===== src/logic/rspp_cfg.svh =====
// constants of the serial host port: offsets, reset values, timing
// Operation
// - commands arriving in the first 2.1 s after power-up are ignored.
// - bytes of a command inside that window are dropped, no response.
// - default link is 9600 baud, 8 data bits, odd parity, 1 stop, no flow.
// - from reset the port uses the binary protocol both ways.
// - in NMEA mode the link is 4800 baud, 8 data bits, no parity, 1 stop.
// - NMEA is output only; input is always parsed as binary packets.
// - NMEA output is printable ASCII with an identifier and comma fields.
// - command 0xBC selects the port protocol and the device applies it.
// - command 0x7A selects the NMEA sentences and their output rate.
// - with NMEA on and no selection made, ZDA goes out once a second.
// - settings live in battery-backed RAM, saved to flash by 0x8E-26.
// - saved port settings survive power loss and return at power-up.
// - serial lines carry plain non-inverted logic-level data.
`ifndef RSPP_CFG_SVH
`define RSPP_CFG_SVH
`define RSPP_CLK_HZ      125000000
`define RSPP_WIN_MS      2100
`define RSPP_SEC_MS      1000
`define RSPP_BAUD_BIN    9600
`define RSPP_BAUD_NMEA   4800
`define RSPP_ADDR_CFG    8'h00
`define RSPP_ADDR_STAT   8'h04
`define RSPP_ADDR_ERR    8'h08
`define RSPP_ADDR_CTRL   8'h0C
`define RSPP_CTRL_SAVE   0
`define RSPP_DLE         8'h10
`define RSPP_ETX         8'h03
`define RSPP_ID_PROTO    8'hBC
`define RSPP_ID_NMEA     8'h7A
`define RSPP_ID_SUPER    8'h8E
`define RSPP_SUB_SAVE    8'h26
`define RSPP_RST_RATE    8'h01
`define RSPP_RST_MASK    8'h01
`define RSPP_ZDA_LAST    5'd16
`endif


===== src/logic/rspp_pkg.sv =====
// types of the serial host port
package rspp_pkg;
   typedef enum logic [0:0] {
      RSPP_PROTO_BIN  = 1'b0,
      RSPP_PROTO_NMEA = 1'b1
   } rspp_proto_type;
   typedef enum logic [4:0] {
      RSPP_U_IDLE  = 5'b00001,
      RSPP_U_START = 5'b00010,
      RSPP_U_DATA  = 5'b00100,
      RSPP_U_PAR   = 5'b01000,
      RSPP_U_STOP  = 5'b10000
   } rspp_ust_type;
   typedef enum logic [3:0] {
      RSPP_P_IDLE = 4'b0001,
      RSPP_P_ID   = 4'b0010,
      RSPP_P_BODY = 4'b0100,
      RSPP_P_DLE  = 4'b1000
   } rspp_pst_type;
   typedef struct packed {
      rspp_proto_type proto;
      logic [7:0]     rate;
      logic [7:0]     mask;
   } rspp_cfg_type;
   typedef struct packed {
      logic [7:0] data;
      logic       vld;
      logic       err;
   } rspp_rxb_type;
   typedef struct packed {
      rspp_ust_type st;
      logic [15:0]  cnt;
      logic [2:0]   idx;
      logic [7:0]   sh;
      logic         perr;
      rspp_rxb_type out;
   } rspp_rx_type;
   typedef struct packed {
      logic         rx_m;
      logic         rx_s;
      logic         boot;
      logic [31:0]  win_cnt;
      logic         win_done;
      logic [31:0]  sec_cnt;
      logic [7:0]   sec_n;
      logic         zda_due;
      rspp_cfg_type cfg;
      rspp_proto_type link;
      logic         nv_wr;
      rspp_pst_type pst;
      logic [7:0]   pid;
      logic [1:0]   pcnt;
      logic [7:0]   b0;
      logic [7:0]   b1;
      rspp_ust_type tst;
      logic [15:0]  tcnt;
      logic [2:0]   tidx;
      logic [7:0]   tsh;
      logic         tpar;
      logic [15:0]  tbit;
      logic         tline;
      logic         nact;
      logic [4:0]   nidx;
      logic [7:0]   ncs;
      logic [7:0]   rx_byte;
      logic         rx_vld;
      logic         rpt_rdy;
      logic [31:0]  rdata;
      logic [15:0]  err_cnt;
   } rspp_st_type;
endpackage


===== src/logic/rspp_uart_rx.sv =====
// uart receiver: mid-bit sampling, optional odd parity, error flag
`timescale 1ns/1ps
`include "rspp_cfg.svh"
module rspp_uart_rx (
   input  wire logic                  ref_clk,
   input  wire logic                  srst,
   input  wire logic                  clk_en,
   input  wire logic                  rx_line,
   input  wire logic [15:0]           bit_cyc,
   input  wire logic                  par_en,
   output rspp_pkg::rspp_rxb_type     rxb
);
   rspp_pkg::rspp_rx_type s;
   rspp_pkg::rspp_rx_type n;

   always_comb begin
      n = s;
      n.out.vld = 1'b0;
      n.out.err = 1'b0;
      if (s.cnt != 16'h0000) begin
         n.cnt = s.cnt - 16'h0001;
      end
      case (s.st)
         rspp_pkg::RSPP_U_IDLE: begin
            if (!rx_line) begin
               n.st = rspp_pkg::RSPP_U_START;
               n.cnt = {1'b0, bit_cyc[15:1]};
            end
         end
         rspp_pkg::RSPP_U_START: begin
            if (s.cnt == 16'h0000) begin
               n.cnt = bit_cyc - 16'h0001;
               n.idx = 3'h0;
               n.perr = 1'b0;
               n.st = rx_line ? rspp_pkg::RSPP_U_IDLE
                              : rspp_pkg::RSPP_U_DATA;
            end
         end
         rspp_pkg::RSPP_U_DATA: begin
            if (s.cnt == 16'h0000) begin
               n.sh = {rx_line, s.sh[7:1]};
               n.cnt = bit_cyc - 16'h0001;
               n.idx = s.idx + 3'h1;
               if (s.idx == 3'h7) begin
                  n.st = par_en ? rspp_pkg::RSPP_U_PAR
                                : rspp_pkg::RSPP_U_STOP;
               end
            end
         end
         rspp_pkg::RSPP_U_PAR: begin
            if (s.cnt == 16'h0000) begin
               n.perr = ~(^{s.sh, rx_line});
               n.cnt = bit_cyc - 16'h0001;
               n.st = rspp_pkg::RSPP_U_STOP;
            end
         end
         rspp_pkg::RSPP_U_STOP: begin
            if (s.cnt == 16'h0000) begin
               n.out.data = s.sh;
               n.out.vld = 1'b1;
               n.out.err = s.perr | ~rx_line;
               n.st = rspp_pkg::RSPP_U_IDLE;
            end
         end
         default: begin
            n.st = rspp_pkg::RSPP_U_IDLE;
         end
      endcase
   end

   always_ff @(posedge ref_clk) begin
      if (srst) begin
         s <= '0;
         s.st <= rspp_pkg::RSPP_U_IDLE;
      end else if (clk_en) begin
         s <= n;
      end
   end

   assign rxb = s.out;
endmodule


===== src/logic/rspp_port.sv =====
// serial host port: binary command parser, uart transmit, nmea sentences
//
// Our own choices: the strobed register port and the register offsets.
`timescale 1ns/1ps
`include "rspp_cfg.svh"
module rspp_port #(
   parameter int unsigned WIN_CYC =
      `RSPP_CLK_HZ / 1000 * `RSPP_WIN_MS,
   parameter int unsigned SEC_CYC =
      `RSPP_CLK_HZ / 1000 * `RSPP_SEC_MS,
   parameter int unsigned BIT_CYC_BIN =
      (`RSPP_CLK_HZ + `RSPP_BAUD_BIN - 1) / `RSPP_BAUD_BIN,
   parameter int unsigned BIT_CYC_NMEA =
      (`RSPP_CLK_HZ + `RSPP_BAUD_NMEA - 1) / `RSPP_BAUD_NMEA
) (
   input  wire logic                  ref_clk,
   input  wire logic                  srst,
   input  wire logic                  clk_en,
   input  wire logic                  rx_pin,
   output logic                       tx_pin,
   input  wire logic [7:0]            reg_addr,
   input  wire logic [31:0]           reg_wdata,
   input  wire logic                  reg_wr,
   input  wire logic                  reg_rd,
   output logic [31:0]                reg_rdata,
   input  wire logic [7:0]            rpt_byte,
   input  wire logic                  rpt_valid,
   output logic                       rpt_ready,
   output logic [7:0]                 rx_byte,
   output logic                       rx_byte_vld,
   input  wire rspp_pkg::rspp_cfg_type nv_cfg,
   input  wire logic                  nv_ok,
   output rspp_pkg::rspp_cfg_type     nv_data,
   output logic                       nv_wr
);
   localparam logic [15:0] BIN_BIT  = BIT_CYC_BIN[15:0];
   localparam logic [15:0] NMEA_BIT = BIT_CYC_NMEA[15:0];
   rspp_pkg::rspp_st_type  s;
   rspp_pkg::rspp_st_type  n;
   rspp_pkg::rspp_rxb_type rxb;

   // ----------------------------------------------------------------
   // helpers
   // ----------------------------------------------------------------
   function automatic logic [15:0] bit_of(
      input rspp_pkg::rspp_proto_type p);
      bit_of = (p == rspp_pkg::RSPP_PROTO_NMEA) ? NMEA_BIT
                                                : BIN_BIT;
   endfunction
   function automatic logic [7:0] hex_of(input logic [3:0] v);
      hex_of = {4'h0, v} + ((v < 4'hA) ? 8'h30 : 8'h37);
   endfunction
   // printable zda sentence with comma separated empty fields
   function automatic logic [7:0] zda_char(
      input logic [4:0] i,
      input logic [7:0] cs);
      case (i)
         5'd0:    zda_char = 8'h24;
         5'd1:    zda_char = 8'h47;
         5'd2:    zda_char = 8'h50;
         5'd3:    zda_char = 8'h5A;
         5'd4:    zda_char = 8'h44;
         5'd5:    zda_char = 8'h41;
         5'd12:   zda_char = 8'h2A;
         5'd13:   zda_char = hex_of(cs[7:4]);
         5'd14:   zda_char = hex_of(cs[3:0]);
         5'd15:   zda_char = 8'h0D;
         5'd16:   zda_char = 8'h0A;
         default: zda_char = 8'h2C;
      endcase
   endfunction
   // ----------------------------------------------------------------
   // receiver
   // ----------------------------------------------------------------
   rspp_uart_rx u_rx (
      .ref_clk (ref_clk),
      .srst    (srst),
      .clk_en  (clk_en),
      .rx_line (s.rx_s),
      .bit_cyc (bit_of(s.link)),
      .par_en  (s.link == rspp_pkg::RSPP_PROTO_BIN),
      .rxb     (rxb)
   );
   // ----------------------------------------------------------------
   // next state
   // ----------------------------------------------------------------
   always_comb begin
      logic       take;
      logic       exec;
      logic [7:0] b;
      logic [7:0] ch;
      logic       keep;
      logic       due;
      take = 1'b0;
      exec = 1'b0;
      keep = 1'b0;
      due = 1'b0;
      b = rxb.data;
      ch = 8'h00;
      n = s;
      n.rx_m = rx_pin;
      n.rx_s = s.rx_m;
      n.nv_wr = 1'b0;
      n.rx_vld = 1'b0;
      n.rdata = 32'h0000_0000;
      // power-up restore from flash
      if (s.boot) begin
         n.boot = 1'b0;
         if (nv_ok) begin
            n.cfg = nv_cfg;
            n.link = nv_cfg.proto;
         end
      end
      // command window after power-up
      if (!s.win_done) begin
         if (s.win_cnt >= WIN_CYC - 1) begin
            n.win_done = 1'b1;
         end else begin
            n.win_cnt = s.win_cnt + 32'h0000_0001;
         end
      end
      // received bytes: drop errors and anything inside the window
      if (rxb.vld) begin
         if (rxb.err) begin
            n.err_cnt = s.err_cnt + 16'h0001;
         end else if (s.win_done) begin
            take = 1'b1;
            n.rx_byte = b;
            n.rx_vld = 1'b1;
         end
      end
      // binary packet parser, the only input protocol
      if (take) begin
         case (s.pst)
            rspp_pkg::RSPP_P_IDLE: begin
               if (b == `RSPP_DLE) begin
                  n.pst = rspp_pkg::RSPP_P_ID;
               end
            end
            rspp_pkg::RSPP_P_ID: begin
               if (b == `RSPP_DLE || b == `RSPP_ETX) begin
                  n.pst = rspp_pkg::RSPP_P_IDLE;
               end else begin
                  n.pid = b;
                  n.pcnt = 2'd0;
                  n.pst = rspp_pkg::RSPP_P_BODY;
               end
            end
            rspp_pkg::RSPP_P_BODY: begin
               if (b == `RSPP_DLE) begin
                  n.pst = rspp_pkg::RSPP_P_DLE;
               end else begin
                  keep = 1'b1;
               end
            end
            rspp_pkg::RSPP_P_DLE: begin
               if (b == `RSPP_ETX) begin
                  exec = 1'b1;
                  n.pst = rspp_pkg::RSPP_P_IDLE;
               end else if (b == `RSPP_DLE) begin
                  keep = 1'b1;
                  n.pst = rspp_pkg::RSPP_P_BODY;
               end else begin
                  n.pid = b;
                  n.pcnt = 2'd0;
                  n.pst = rspp_pkg::RSPP_P_BODY;
               end
            end
            default: begin
               n.pst = rspp_pkg::RSPP_P_IDLE;
            end
         endcase
      end
      if (keep && s.pcnt != 2'd2) begin
         n.pcnt = s.pcnt + 2'd1;
         n.b0 = (s.pcnt == 2'd0) ? b : s.b0;
         n.b1 = (s.pcnt == 2'd1) ? b : s.b1;
      end
      // command execution
      if (exec) begin
         if (s.pid == `RSPP_ID_PROTO && s.pcnt != 2'd0) begin
            n.cfg.proto = rspp_pkg::rspp_proto_type'(s.b0[0]);
         end else if (s.pid == `RSPP_ID_NMEA && s.pcnt == 2'd2) begin
            n.cfg.rate = s.b0;
            n.cfg.mask = s.b1;
         end else if (s.pid == `RSPP_ID_SUPER && s.pcnt != 2'd0
                      && s.b0 == `RSPP_SUB_SAVE) begin
            n.nv_wr = 1'b1;
         end
      end
      // register port
      if (reg_wr) begin
         if (reg_addr == `RSPP_ADDR_CFG) begin
            n.cfg = reg_wdata[16:0];
         end else if (reg_addr == `RSPP_ADDR_CTRL) begin
            n.nv_wr = n.nv_wr | reg_wdata[`RSPP_CTRL_SAVE];
         end
      end
      if (reg_rd) begin
         if (reg_addr == `RSPP_ADDR_CFG) begin
            n.rdata = {15'h0000, s.cfg};
         end else if (reg_addr == `RSPP_ADDR_STAT) begin
            n.rdata = {28'h000_0000, s.nact, s.tst != rspp_pkg::RSPP_U_IDLE,
                       s.link, s.win_done};
         end else if (reg_addr == `RSPP_ADDR_ERR) begin
            n.rdata = {16'h0000, s.err_cnt};
         end
      end
      // second tick and sentence scheduling
      if (s.sec_cnt >= SEC_CYC - 1) begin
         n.sec_cnt = 32'h0000_0000;
         n.sec_n = s.sec_n + 8'h01;
         if (s.sec_n + 8'h01 >= s.cfg.rate) begin
            n.sec_n = 8'h00;
            if (s.link == rspp_pkg::RSPP_PROTO_NMEA
                && (s.cfg.mask == 8'h00 || s.cfg.mask[0])) begin
               due = 1'b1;
            end
         end
      end else begin
         n.sec_cnt = s.sec_cnt + 32'h0000_0001;
      end
      // transmitter
      case (s.tst)
         rspp_pkg::RSPP_U_IDLE: begin
            n.tline = 1'b1;
            n.link = s.cfg.proto;
            if (s.link != s.cfg.proto) begin
               n.nact = 1'b0;
            end else if (s.nact) begin
               ch = zda_char(s.nidx, s.ncs);
               if (s.nidx != 5'd0 && s.nidx < 5'd12) begin
                  n.ncs = s.ncs ^ ch;
               end
               n.nidx = s.nidx + 5'd1;
               if (s.nidx == `RSPP_ZDA_LAST) begin
                  n.nact = 1'b0;
               end
               n.tst = rspp_pkg::RSPP_U_START;
            end else if (s.zda_due
                         && s.link == rspp_pkg::RSPP_PROTO_NMEA) begin
               n.zda_due = 1'b0;
               n.nact = 1'b1;
               n.nidx = 5'd0;
               n.ncs = 8'h00;
            end else if (rpt_valid && s.rpt_rdy) begin
               ch = rpt_byte;
               n.tst = rspp_pkg::RSPP_U_START;
            end
            if (n.tst == rspp_pkg::RSPP_U_START) begin
               n.tsh = ch;
               n.tidx = 3'h0;
               n.tbit = bit_of(s.link);
               n.tcnt = bit_of(s.link) - 16'h0001;
               n.tpar = s.link == rspp_pkg::RSPP_PROTO_BIN;
               n.tline = 1'b0;
            end
         end
         rspp_pkg::RSPP_U_START: begin
            if (s.tcnt == 16'h0000) begin
               n.tcnt = s.tbit - 16'h0001;
               n.tline = s.tsh[0];
               n.tst = rspp_pkg::RSPP_U_DATA;
            end
         end
         rspp_pkg::RSPP_U_DATA: begin
            if (s.tcnt == 16'h0000) begin
               n.tcnt = s.tbit - 16'h0001;
               if (s.tidx == 3'h7) begin
                  if (s.tpar) begin
                     n.tline = ~(^s.tsh);
                     n.tst = rspp_pkg::RSPP_U_PAR;
                  end else begin
                     n.tline = 1'b1;
                     n.tst = rspp_pkg::RSPP_U_STOP;
                  end
               end else begin
                  n.tidx = s.tidx + 3'h1;
                  n.tline = s.tsh[s.tidx + 3'h1];
               end
            end
         end
         rspp_pkg::RSPP_U_PAR: begin
            if (s.tcnt == 16'h0000) begin
               n.tcnt = s.tbit - 16'h0001;
               n.tline = 1'b1;
               n.tst = rspp_pkg::RSPP_U_STOP;
            end
         end
         rspp_pkg::RSPP_U_STOP: begin
            if (s.tcnt == 16'h0000) begin
               n.tst = rspp_pkg::RSPP_U_IDLE;
            end
         end
         default: begin
            n.tst = rspp_pkg::RSPP_U_IDLE;
         end
      endcase
      if (s.tst != rspp_pkg::RSPP_U_IDLE && s.tcnt != 16'h0000) begin
         n.tcnt = s.tcnt - 16'h0001;
      end
      if (due) begin
         n.zda_due = 1'b1;
      end
      // report port is open only for an idle binary link
      n.rpt_rdy = n.tst == rspp_pkg::RSPP_U_IDLE && !n.nact
                  && n.link == rspp_pkg::RSPP_PROTO_BIN
                  && n.cfg.proto == rspp_pkg::RSPP_PROTO_BIN
                  && !(rpt_valid && s.rpt_rdy);
   end

   // ----------------------------------------------------------------
   // state register
   // ----------------------------------------------------------------
   always_ff @(posedge ref_clk) begin
      if (srst) begin
         s <= '0;
         s.rx_m <= 1'b1;
         s.rx_s <= 1'b1;
         s.boot <= 1'b1;
         s.cfg.rate <= `RSPP_RST_RATE;
         s.cfg.mask <= `RSPP_RST_MASK;
         s.pst <= rspp_pkg::RSPP_P_IDLE;
         s.tst <= rspp_pkg::RSPP_U_IDLE;
         s.tline <= 1'b1;
      end else if (clk_en) begin
         s <= n;
      end
   end

   assign tx_pin = s.tline;
   assign reg_rdata = s.rdata;
   assign rpt_ready = s.rpt_rdy;
   assign rx_byte = s.rx_byte;
   assign rx_byte_vld = s.rx_vld;
   assign nv_data = s.cfg;
   assign nv_wr = s.nv_wr;
endmodule


===== config.mk =====
export PLATFORM = sky130hd
export DESIGN_NAME = rspp_port
export DESIGN_NICKNAME = d
export VERILOG_FILES = /design/src/logic/rspp_pkg.sv /design/src/logic/rspp_uart_rx.sv /design/src/logic/rspp_port.sv
export VERILOG_INCLUDE_DIRS = /design/src /design/src/logic
export SDC_FILE = /design/constraint.sdc
export NUM_CORES = 1
export LEC_CHECK = 0
export ABC_AREA = 1
export BUFFER_PORTS_ARGS = -buffer_cell sky130_fd_sc_hd__buf_2
export CAP_MARGIN = 10
export CORE_UTILIZATION = 24
export CTS_CLUSTER_SIZE = 24
export DETAILED_ROUTE_END_ITERATION = 7
export PLACE_DENSITY = 0.38
export RECOVER_POWER = 25
export SYNTH_ARGS = -nofsm -noshare
export SYNTH_HDL_FRONTEND = slang
export SYNTH_HIERARCHICAL = 1
export SYNTH_SLANG_ARGS = --single-unit

===== constraint.sdc =====
create_clock -name ref_clk -period 5.9 [get_ports ref_clk]
set_clock_uncertainty 0.05 [all_clocks]
set_input_delay 0.885 -clock ref_clk [delete_from_list [all_inputs] [get_ports ref_clk]]
set_output_delay 0.885 -clock ref_clk [all_outputs]
set_load 0.02 [all_outputs]

==> results of run 1 <==
## worst paths after layout
kind              startpoint  slack, ps  cells past startpoint    endpoint
hold reg to reg       s[242]        380                      2      s[242]
hold / removal        s[242]        380                      2      s[242]
setup reg to reg      s[153]       3000                      7      s[104]
setup / recovery      clk_en       1880                      6  u_rx/s[15]
## per-layer routing
layer	up-vias	wire length, µm	GRT usage
li1	8312	-	-
met1	7362	26200	0.204
met2	260	23900	0.245
met3	64	2040	0.0223
met4	2	1200	0.0426
met5	-	9	0
## cell type report
cell class / count / area, µm² / share of cell area
clock buffers: 52 / 1060 / 0.0565
clock inverters: 13 / 180 / 0.00957
inverters: 315 / 1200 / 0.0635
multi-input cells: 1870 / 9450 / 0.502
flip-flops and latches: 262 / 5250 / 0.279
well taps: 931 / 1160 / 0.0619
repair buffers: 113 / 534 / 0.0284
## cells in the mapped netlist (10+ instances only)
master      n  area, µm²
a21oi_1   192        961
buf_1      10       37.5
buf_2      15       75.1
buf_4      76        571
buf_6      11        124
clkbuf_1   36        135
dfxtp_1   262       5250
ha_1       37        463
inv_1     297       1110
inv_2      13       48.8
nand2_1   587       2200
nand2_2    16        100
nand3_1   174        871
nand3b_1   15        113
nand4_1    70        438
nor2_1    310       1160
nor2_2     23        144
nor3_1     49        245
o211ai_1   10       75.1
o21ai_0   139        696
o21ai_1    26        130
o22ai_1    15       93.8
xnor2_1    17        149
xor2_1     49        429
## metrics by stage
stage               hold slack (ps)  total power [mW]  std cells
finish                          378              5.22       3556
global route                    403              5.53       3556
CTS                             382              5.33       3556
detailed placement              373              2.95       3491
global placement                368              2.95       3491
floorplan                       359              2.74       2598
## worst reg2reg max path: stages, from the launching register on
cell	delay, ps
dfxtp_1	1030
xnor2_1	210
nand2_1	220
a21oi_2	320
nand2_2	260
inv_2	410
nand3_1	150
a21oi_1	140
## power groups by stage
stage               Clock [mW]  Combinational [mW]  Sequential, mW
finish                    2.31               0.985            1.92
floorplan                    0               0.801            1.93
global route              2.47                1.12            1.93
detailed placement           0               0.996            1.96
global placement             0               0.992            1.96
CTS                       2.41                1.00            1.92
## kinds of logic after synthesis
family / after synthesis / synth area share
and+or+nand+nor: 1301 / 0.351
DFF: 262 / 0.313
AOI/OAI and AO/OA: 430 / 0.141
buffers and inverters: 466 / 0.130
other: 2 / 0.000448
adders and majority gates: 39 / 0.0300
xor gates and xnor gates: 66 / 0.0345
## registers in the layout (all words and copies together), names as in the netlist
name,flops
nv_wr,1
s,172
u_rx/rxb,10
reg_rdata,17
rx_byte,8
n,1
u_rx/s,33
tx_pin,1
rx_byte_vld,1
rpt_ready,1
nv_data,17
==> reports/qor.yml, run 1 <==
internal_power_mw: 3.58
gp_congestion: 0.848
ys_ff_latch: 262
crit_type: "in -> reg"
fin_crit_ps: 4020
crit_chain: "buf_4 -> clkbuf_1 -> nand2_1 -> nor2_8 -> o21ai_0 -> a21oi_1"
syn-cell-area_mm2: 0.0168
antenna_found_initial: 1
final-hold-violation-count: 0
drcViolationCount: 0
yosysSeqAreaShare: 0.313
cp-end-kind: "register"
finalSetupViolCount: 0
seqPwrFrac: 0.368
grt_start_max_net_pins: 80
outcome: "finished, violations left"
initial_core_util: 0.244
final_cell_mix: "nand2_1, nor2_1, inv_1"
diodes: 0
postSynthAreaPerCell_um2: 6.53
synth_cell_types: 65
ir_worst_vdd_mv: 0.160
clkPwrFrac: 0.443
arrival_ps: 4450
cts_buffers: 37
die_h_um: 266
final.setup.worst_slack_ps: 1880
fill_cells: 7712
dp_slack_ps: 2630
synth_cells: 2566
max_stage_delay_ps: 1620
cts-resized-gates: 0
power_switching_mw: 1.64
critPathLaunchType: "input port"
firstDrtPassIters: 5
dp_hpwl_um: 38700
ios: 134
ant_nets: 0
std_cell_rows: 96
post_cts_buffers: 0
yosysWarnings: 6
tightest_slew_ps: 2410
die_w_um: 266
hp-class: "reg -> reg"
root_buffer: "clkbuf_16"
vias: 16000
final_nets: 2711
placed_area_mm2: 0.0177
postLayoutCellArea_mm2: 0.0188
clk_pin_slew_worst_paths_ps: 50
required_ps: 6330
htreeDepth: 2
fmax_ghz: 0.249
cts_tree: "done"
clock_latency_ps: 550
area_growth_pct: 12.3
p_leak_nw: 7.98
pwr_density_cell_mw_per_mm2: 277
drv_cap: 2
final_common_cell: "nand2_1"
fin_util: 0.274
power_frac_comb: 0.189
grt_pass1_vias: 15247
grt_pass1_wl_um: 85100
swShare: 0.314
rsz0062_at_grt: "false"
drive_gt1_frac: 0.0907
finalWirelength_um: 53300
die_area_mm2: 0.0709
synth_edf_count: 0
cp_num_buf_inv: 2
core_area_mm2: 0.0688
synth_ff_type: "dfxtp_1"
crit_slowest_cell: "clkbuf_1"
track_usage: 0.150
avgViaCountPerCell: 4.50
hold_buffers: 0
clockBufferDepth: 3
drt-initial-drc-count: 808
post-route-period-util: 0.682
crit_family: "buffers and inverters"
clock-sinks: 262
violations: "max-capacitance violations, max-slew violations"
max-slew-margin-rel: -0.605
critical_path.max_fanout: 40
setup_tns_ps: 0
numPortBuffers: 103
overflow: 0
async_flop_share: 0
wl_per_cell_um: 15.0
report.final.slew_viol_count: 83
Note: power is estimated with default switching activity, not from simulation.
==> inputs of run 2 (changes only) <==
- PLACE_DENSITY: 0.38 -> 0.39
- clock period: 5.9 -> 3.5 ns (I/O delays scaled with it)
==> reports/qor.yml, run 2 (synthesis results as in run 1) <==
swShare: 0.321
hp-class: "in -> reg"
max_stage_delay_ps: 600
final_cell_mix: "nand2_1, nor2_1, inv_1"
gp_congestion: 0.817
max-slew-margin-rel: -0.101
final_nets: 2721
die_h_um: 266
ir_worst_vdd_mv: 0.271
hold_slack_ps: 173
top_layer: "met5"
fill_cells: 7685
clock-sinks: 262
cts_buffers: 35
grt_start_max_net_pins: 72
cts-resized-gates: 0
die_w_um: 266
p_leak_nw: 7.97
avgViaCountPerCell: 4.47
final-hold-violation-count: 0
report.final.slew_viol_count: 111
ant_nets: 0
antenna_found_initial: 1
final_cells: 3564
clkPwrFrac: 0.424
arrival_ps: 3080
post-route-period-util: 0.780
crit_chain: "buf_4 -> inv_1 -> nor2_8 -> clkinvlp_2 -> nor3_4 -> inv_2 -> nand2_1 -> nand2_1 -> nand2_1 -> nor2_1"
largest_registers: "s x172, u_rx/s x33"
outcome: "finished, violations left"
crit_slowest_cell: "inv_1"
seqPwrFrac: 0.378
post_cts_buffers: 0
clk_pin_slew_worst_paths_ps: 60
dp_hpwl_um: 39100
overflow: 0
numPortBuffers: 103
violations: "max-capacitance violations, max-slew violations"
critPathLaunchType: "input port"
drcViolationCount: 0
power_frac_comb: 0.198
setup_tns_ps: 0
power_switching_mw: 2.74
track_usage: 0.148
grt_pass1_vias: 14968
vias: 15919
crit_type: "in -> reg"
clockBufferDepth: 3
wl_met2_um: 24100
postLayoutCellArea_mm2: 0.0188
htreeDepth: 2
initial_core_util: 0.244
area_growth_pct: 12.2
placed_area_mm2: 0.0178
final_common_cell: "nand2_1"
largest_register: "s"
cp-end-kind: "register"
die_area_mm2: 0.0709
std_cell_rows: 96
wl_per_cell_um: 14.8
finalSetupViolCount: 0
drt-initial-drc-count: 1078
finalWirelength_um: 52900
fin_crit_ps: 2730
critical_path.max_fanout: 25
crit_top_cell: "nand2_1"
met1_length_um: 26200
wl_met3_um: 1750
ios: 134
required_ps: 3850
rsz0062_at_grt: "false"
grt_pass1_wl_um: 83600
tightest_slew_ps: 1650
cts_tree: "done"
fmax_ghz: 0.366
diodes: 0
firstDrtPassIters: 7
clock_latency_ps: 560
pwr_density_cell_mw_per_mm2: 454
fin_util: 0.273
internal_power_mw: 5.80
core_area_mm2: 0.0688
root_buffer: "clkbuf_16"
largest_reg_flops: 172
drive_gt1_frac: 0.0915
drv_cap: 2
hold_buffers: 0
place_inst: 3503
[run 2: changes by cell type in the layout (fill, tap and decap cells not counted), moves of 2 or more]
cell / before / now
clkinv_2: 8 / 6
buf_4: 9 / 20
clkbuf_1: 51 / 54
inv_2: 13 / 11
inv_1: 297 / 299
inv_6: 2 / 5
clkbuf_16: 38 / 35
[run 2: final timing paths]
kind | start | endpoint | slack (ps) | cells past startpoint
worst max register to register | s[172] | s[174] | 860 | 11
worst max-delay path | clk_en | s[139] | 770 | 10
worst min-delay path | rx_pin | n[246] | 170 | 3
worst min register to register | s[243] | s[243] | 380 | 2
[run 2: cell type report]
class	instances	area [µm²]	area share
inverter	315	1190	0.0635
clock inverter	11	141	0.00752
clock buffer	50	982	0.0522
multi-input combinational	1870	9460	0.503
timing repair buffer	125	621	0.0330
tap	931	1160	0.0619
sequential	262	5250	0.279
[run 2: metrics by stage]
stage | power (mW) | worst slack (ps)
after floorplan | 4.61 | 1270
after global placement | 4.98 | 725
after detailed placement | 4.99 | 645
after CTS | 8.69 | 884
after global routing | 9.04 | 448
final | 8.53 | 771
[run 2: metal layers]
metal / vias to the layer above / global-route usage
met2: 221 / 0.244
met1: 7328 / 0.201
li1: 8314 / -
met4: 2 / 0.0332
met3: 54 / 0.0226
met5: - / 0
[run 2: power by group through the flow]
stage | Clock, mW | Combinational, mW | Sequential [mW]
6_report | 3.62 | 1.69 | 3.23
5_1_grt | 3.89 | 1.91 | 3.25
4_1_cts | 3.76 | 1.70 | 3.23
3_5_place_dp | 0 | 1.70 | 3.29
3_3_place_gp | 0 | 1.69 | 3.29
2_1_floorplan | 0 | 1.35 | 3.26
[run 2: worst max-delay path: cells and delay by family]
family	cells	cell delay, ps
AND/OR/NAND/NOR	6	1060
buffers and inverters	4	1460
==> inputs of run 3 (changes only) <==
- clock period: 3.5 -> 2.5 ns (I/O delays scaled with it)
==> reports/qor.yml, run 3 (synthesis results as in run 1) <==
swShare: 0.322
grt_pass1_vias: 15534
clock-sinks: 262
drcViolationCount: 0
hold_buffers: 0
ant_nets: 0
dp_hpwl_um: 40800
drv_cap: 0
startpoint: "s[60]"
hold_slack_ps: 68.9
final_common_cell: "nand2_1"
die_w_um: 266
final-hold-violation-count: 0
report.final.slew_viol_count: 0
dp_slack_ps: 14.3
grt_start_max_net_pins: 66
arrival_ps: 2690
crit_type: "reg -> reg"
ir_worst_vdd_mv: 0.281
max-slew-margin-rel: 0.206
root_buffer: "clkbuf_16"
cp-end-kind: "register"
diodes: 0
post-route-period-util: 0.936
worstHoldStart: "rpt_byte[7]"
avgViaCountPerCell: 4.45
fin_util: 0.277
postLayoutCellArea_mm2: 0.0191
std_cell_rows: 96
tightest_slew_ps: 1190
largest_registers: "s x172, u_rx/s x33"
seqPwrFrac: 0.381
placed_area_mm2: 0.0180
htreeDepth: 2
final.setup.worst_slack_ps: 161
r2r-start: "s[60]"
setup_tns_ps: 0
fmax_ghz: 0.427
numPortBuffers: 103
clk_pin_slew_worst_paths_ps: 50
die_h_um: 266
power_switching_mw: 3.82
initial_core_util: 0.244
final_nets: 2752
power_frac_comb: 0.201
firstDrtPassIters: 5
required_ps: 2850
ios: 134
critPathLaunchType: "register"
internal_power_mw: 8.06
grt_pass1_wl_um: 85200
finalSetupViolCount: 0
critical_path.max_fanout: 3
largest_reg_flops: 172
p_leak_nw: 8.16
cts_buffers: 35
final_cell_mix: "nand2_1, nor2_1, inv_1"
fin_crit_ps: 2340
drt-initial-drc-count: 879
clock_latency_ps: 560
clockBufferDepth: 3
wl_per_cell_um: 14.9
gp_congestion: 0.848
clkPwrFrac: 0.418
outcome: "complete, no violations"
cts_tree: "done"
area_growth_pct: 13.7
antenna_found_initial: 0
drive_gt1_frac: 0.107
vias: 15992
pwr_density_cell_mw_per_mm2: 623
track_usage: 0.150
largest_register: "s"
die_area_mm2: 0.0709
core_area_mm2: 0.0688
finalWirelength_um: 53500
overflow: 0
hp-class: "in -> reg"
[run 3: changes by cell type in the layout (fill, tap and decap cells not counted), moves of 3 or more]
| cell | previous run | this run |
|---|---|---|
| buf_4 | 20 | 52 |
| dfxtp_2 | 0 | 3 |
| a21oi_2 | 6 | 10 |
| a21oi_1 | 192 | 188 |
| buf_2 | 60 | 67 |
| clkbuf_1 | 54 | 47 |
| dfxtp_1 | 262 | 259 |
[run 3: worst paths after layout]
kind / endpoint / slack, ps / cells past startpoint
worst min register to register: s[242] / 380 / 2
worst min-delay path: s[97] / 70 / 3
worst max register to register: s[92] / 160 / 11
worst max-delay path: s[92] / 160 / 11
[run 3: power groups by stage]
stage | Combinational, mW | Clock [mW] | Sequential [mW]
2_1_floorplan | 1.89 | 0 | 4.57
3_3_place_gp | 2.40 | 0 | 4.61
3_5_place_dp | 2.41 | 0 | 4.61
4_1_cts | 2.42 | 5.17 | 4.52
5_1_grt | 2.71 | 5.32 | 4.54
6_report | 2.38 | 4.97 | 4.52
[run 3: critical path: stages, from the launching register on]
cell and delay [ps]:
dfxtp_1 360, inv_1 100, a21oi_2 180, ha_1 190
inv_1 60, fa_1 400, xor2_1 180, nor2_1 60
nor2_1 130, nand4_1 210, o21bai_1 210, a21oi_1 80
[run 3: final cells by class]
class / instances / area (µm²)
clock buffer: 54 / 1040
clock inverter: 6 / 70.1
fill: 7663 / 49800
inverter: 315 / 1200
multi-input combinational: 1870 / 9480
sequential: 262 / 5250
tap: 931 / 1160
timing repair buffer: 156 / 866
[run 3: stage by stage]
stage	total power, mW	std cells
floorplan	6.45	2598
finish	11.9	3594
global route	12.6	3594
global placement	7.01	3534
detailed placement	7.03	3534
CTS	12.1	3594
[run 3: per-layer routing]
layer  share of wire  track usage  wire, µm  vias up
li1                -            -         -     8383
met1            0.49        0.201     26200     7348
met2            0.46        0.250     24400      204
met3           0.034       0.0228      1810       57
met4           0.020       0.0384      1050        0
met5               0            0         0        -
[run 3: what timing repair did]
item,CTS,global route
setup endpoints to repair,6,15
pin swaps,0,4
hold endpoints to repair,0,0
buffers inserted,0,0
cloned,0,0
resized for setup,1,9
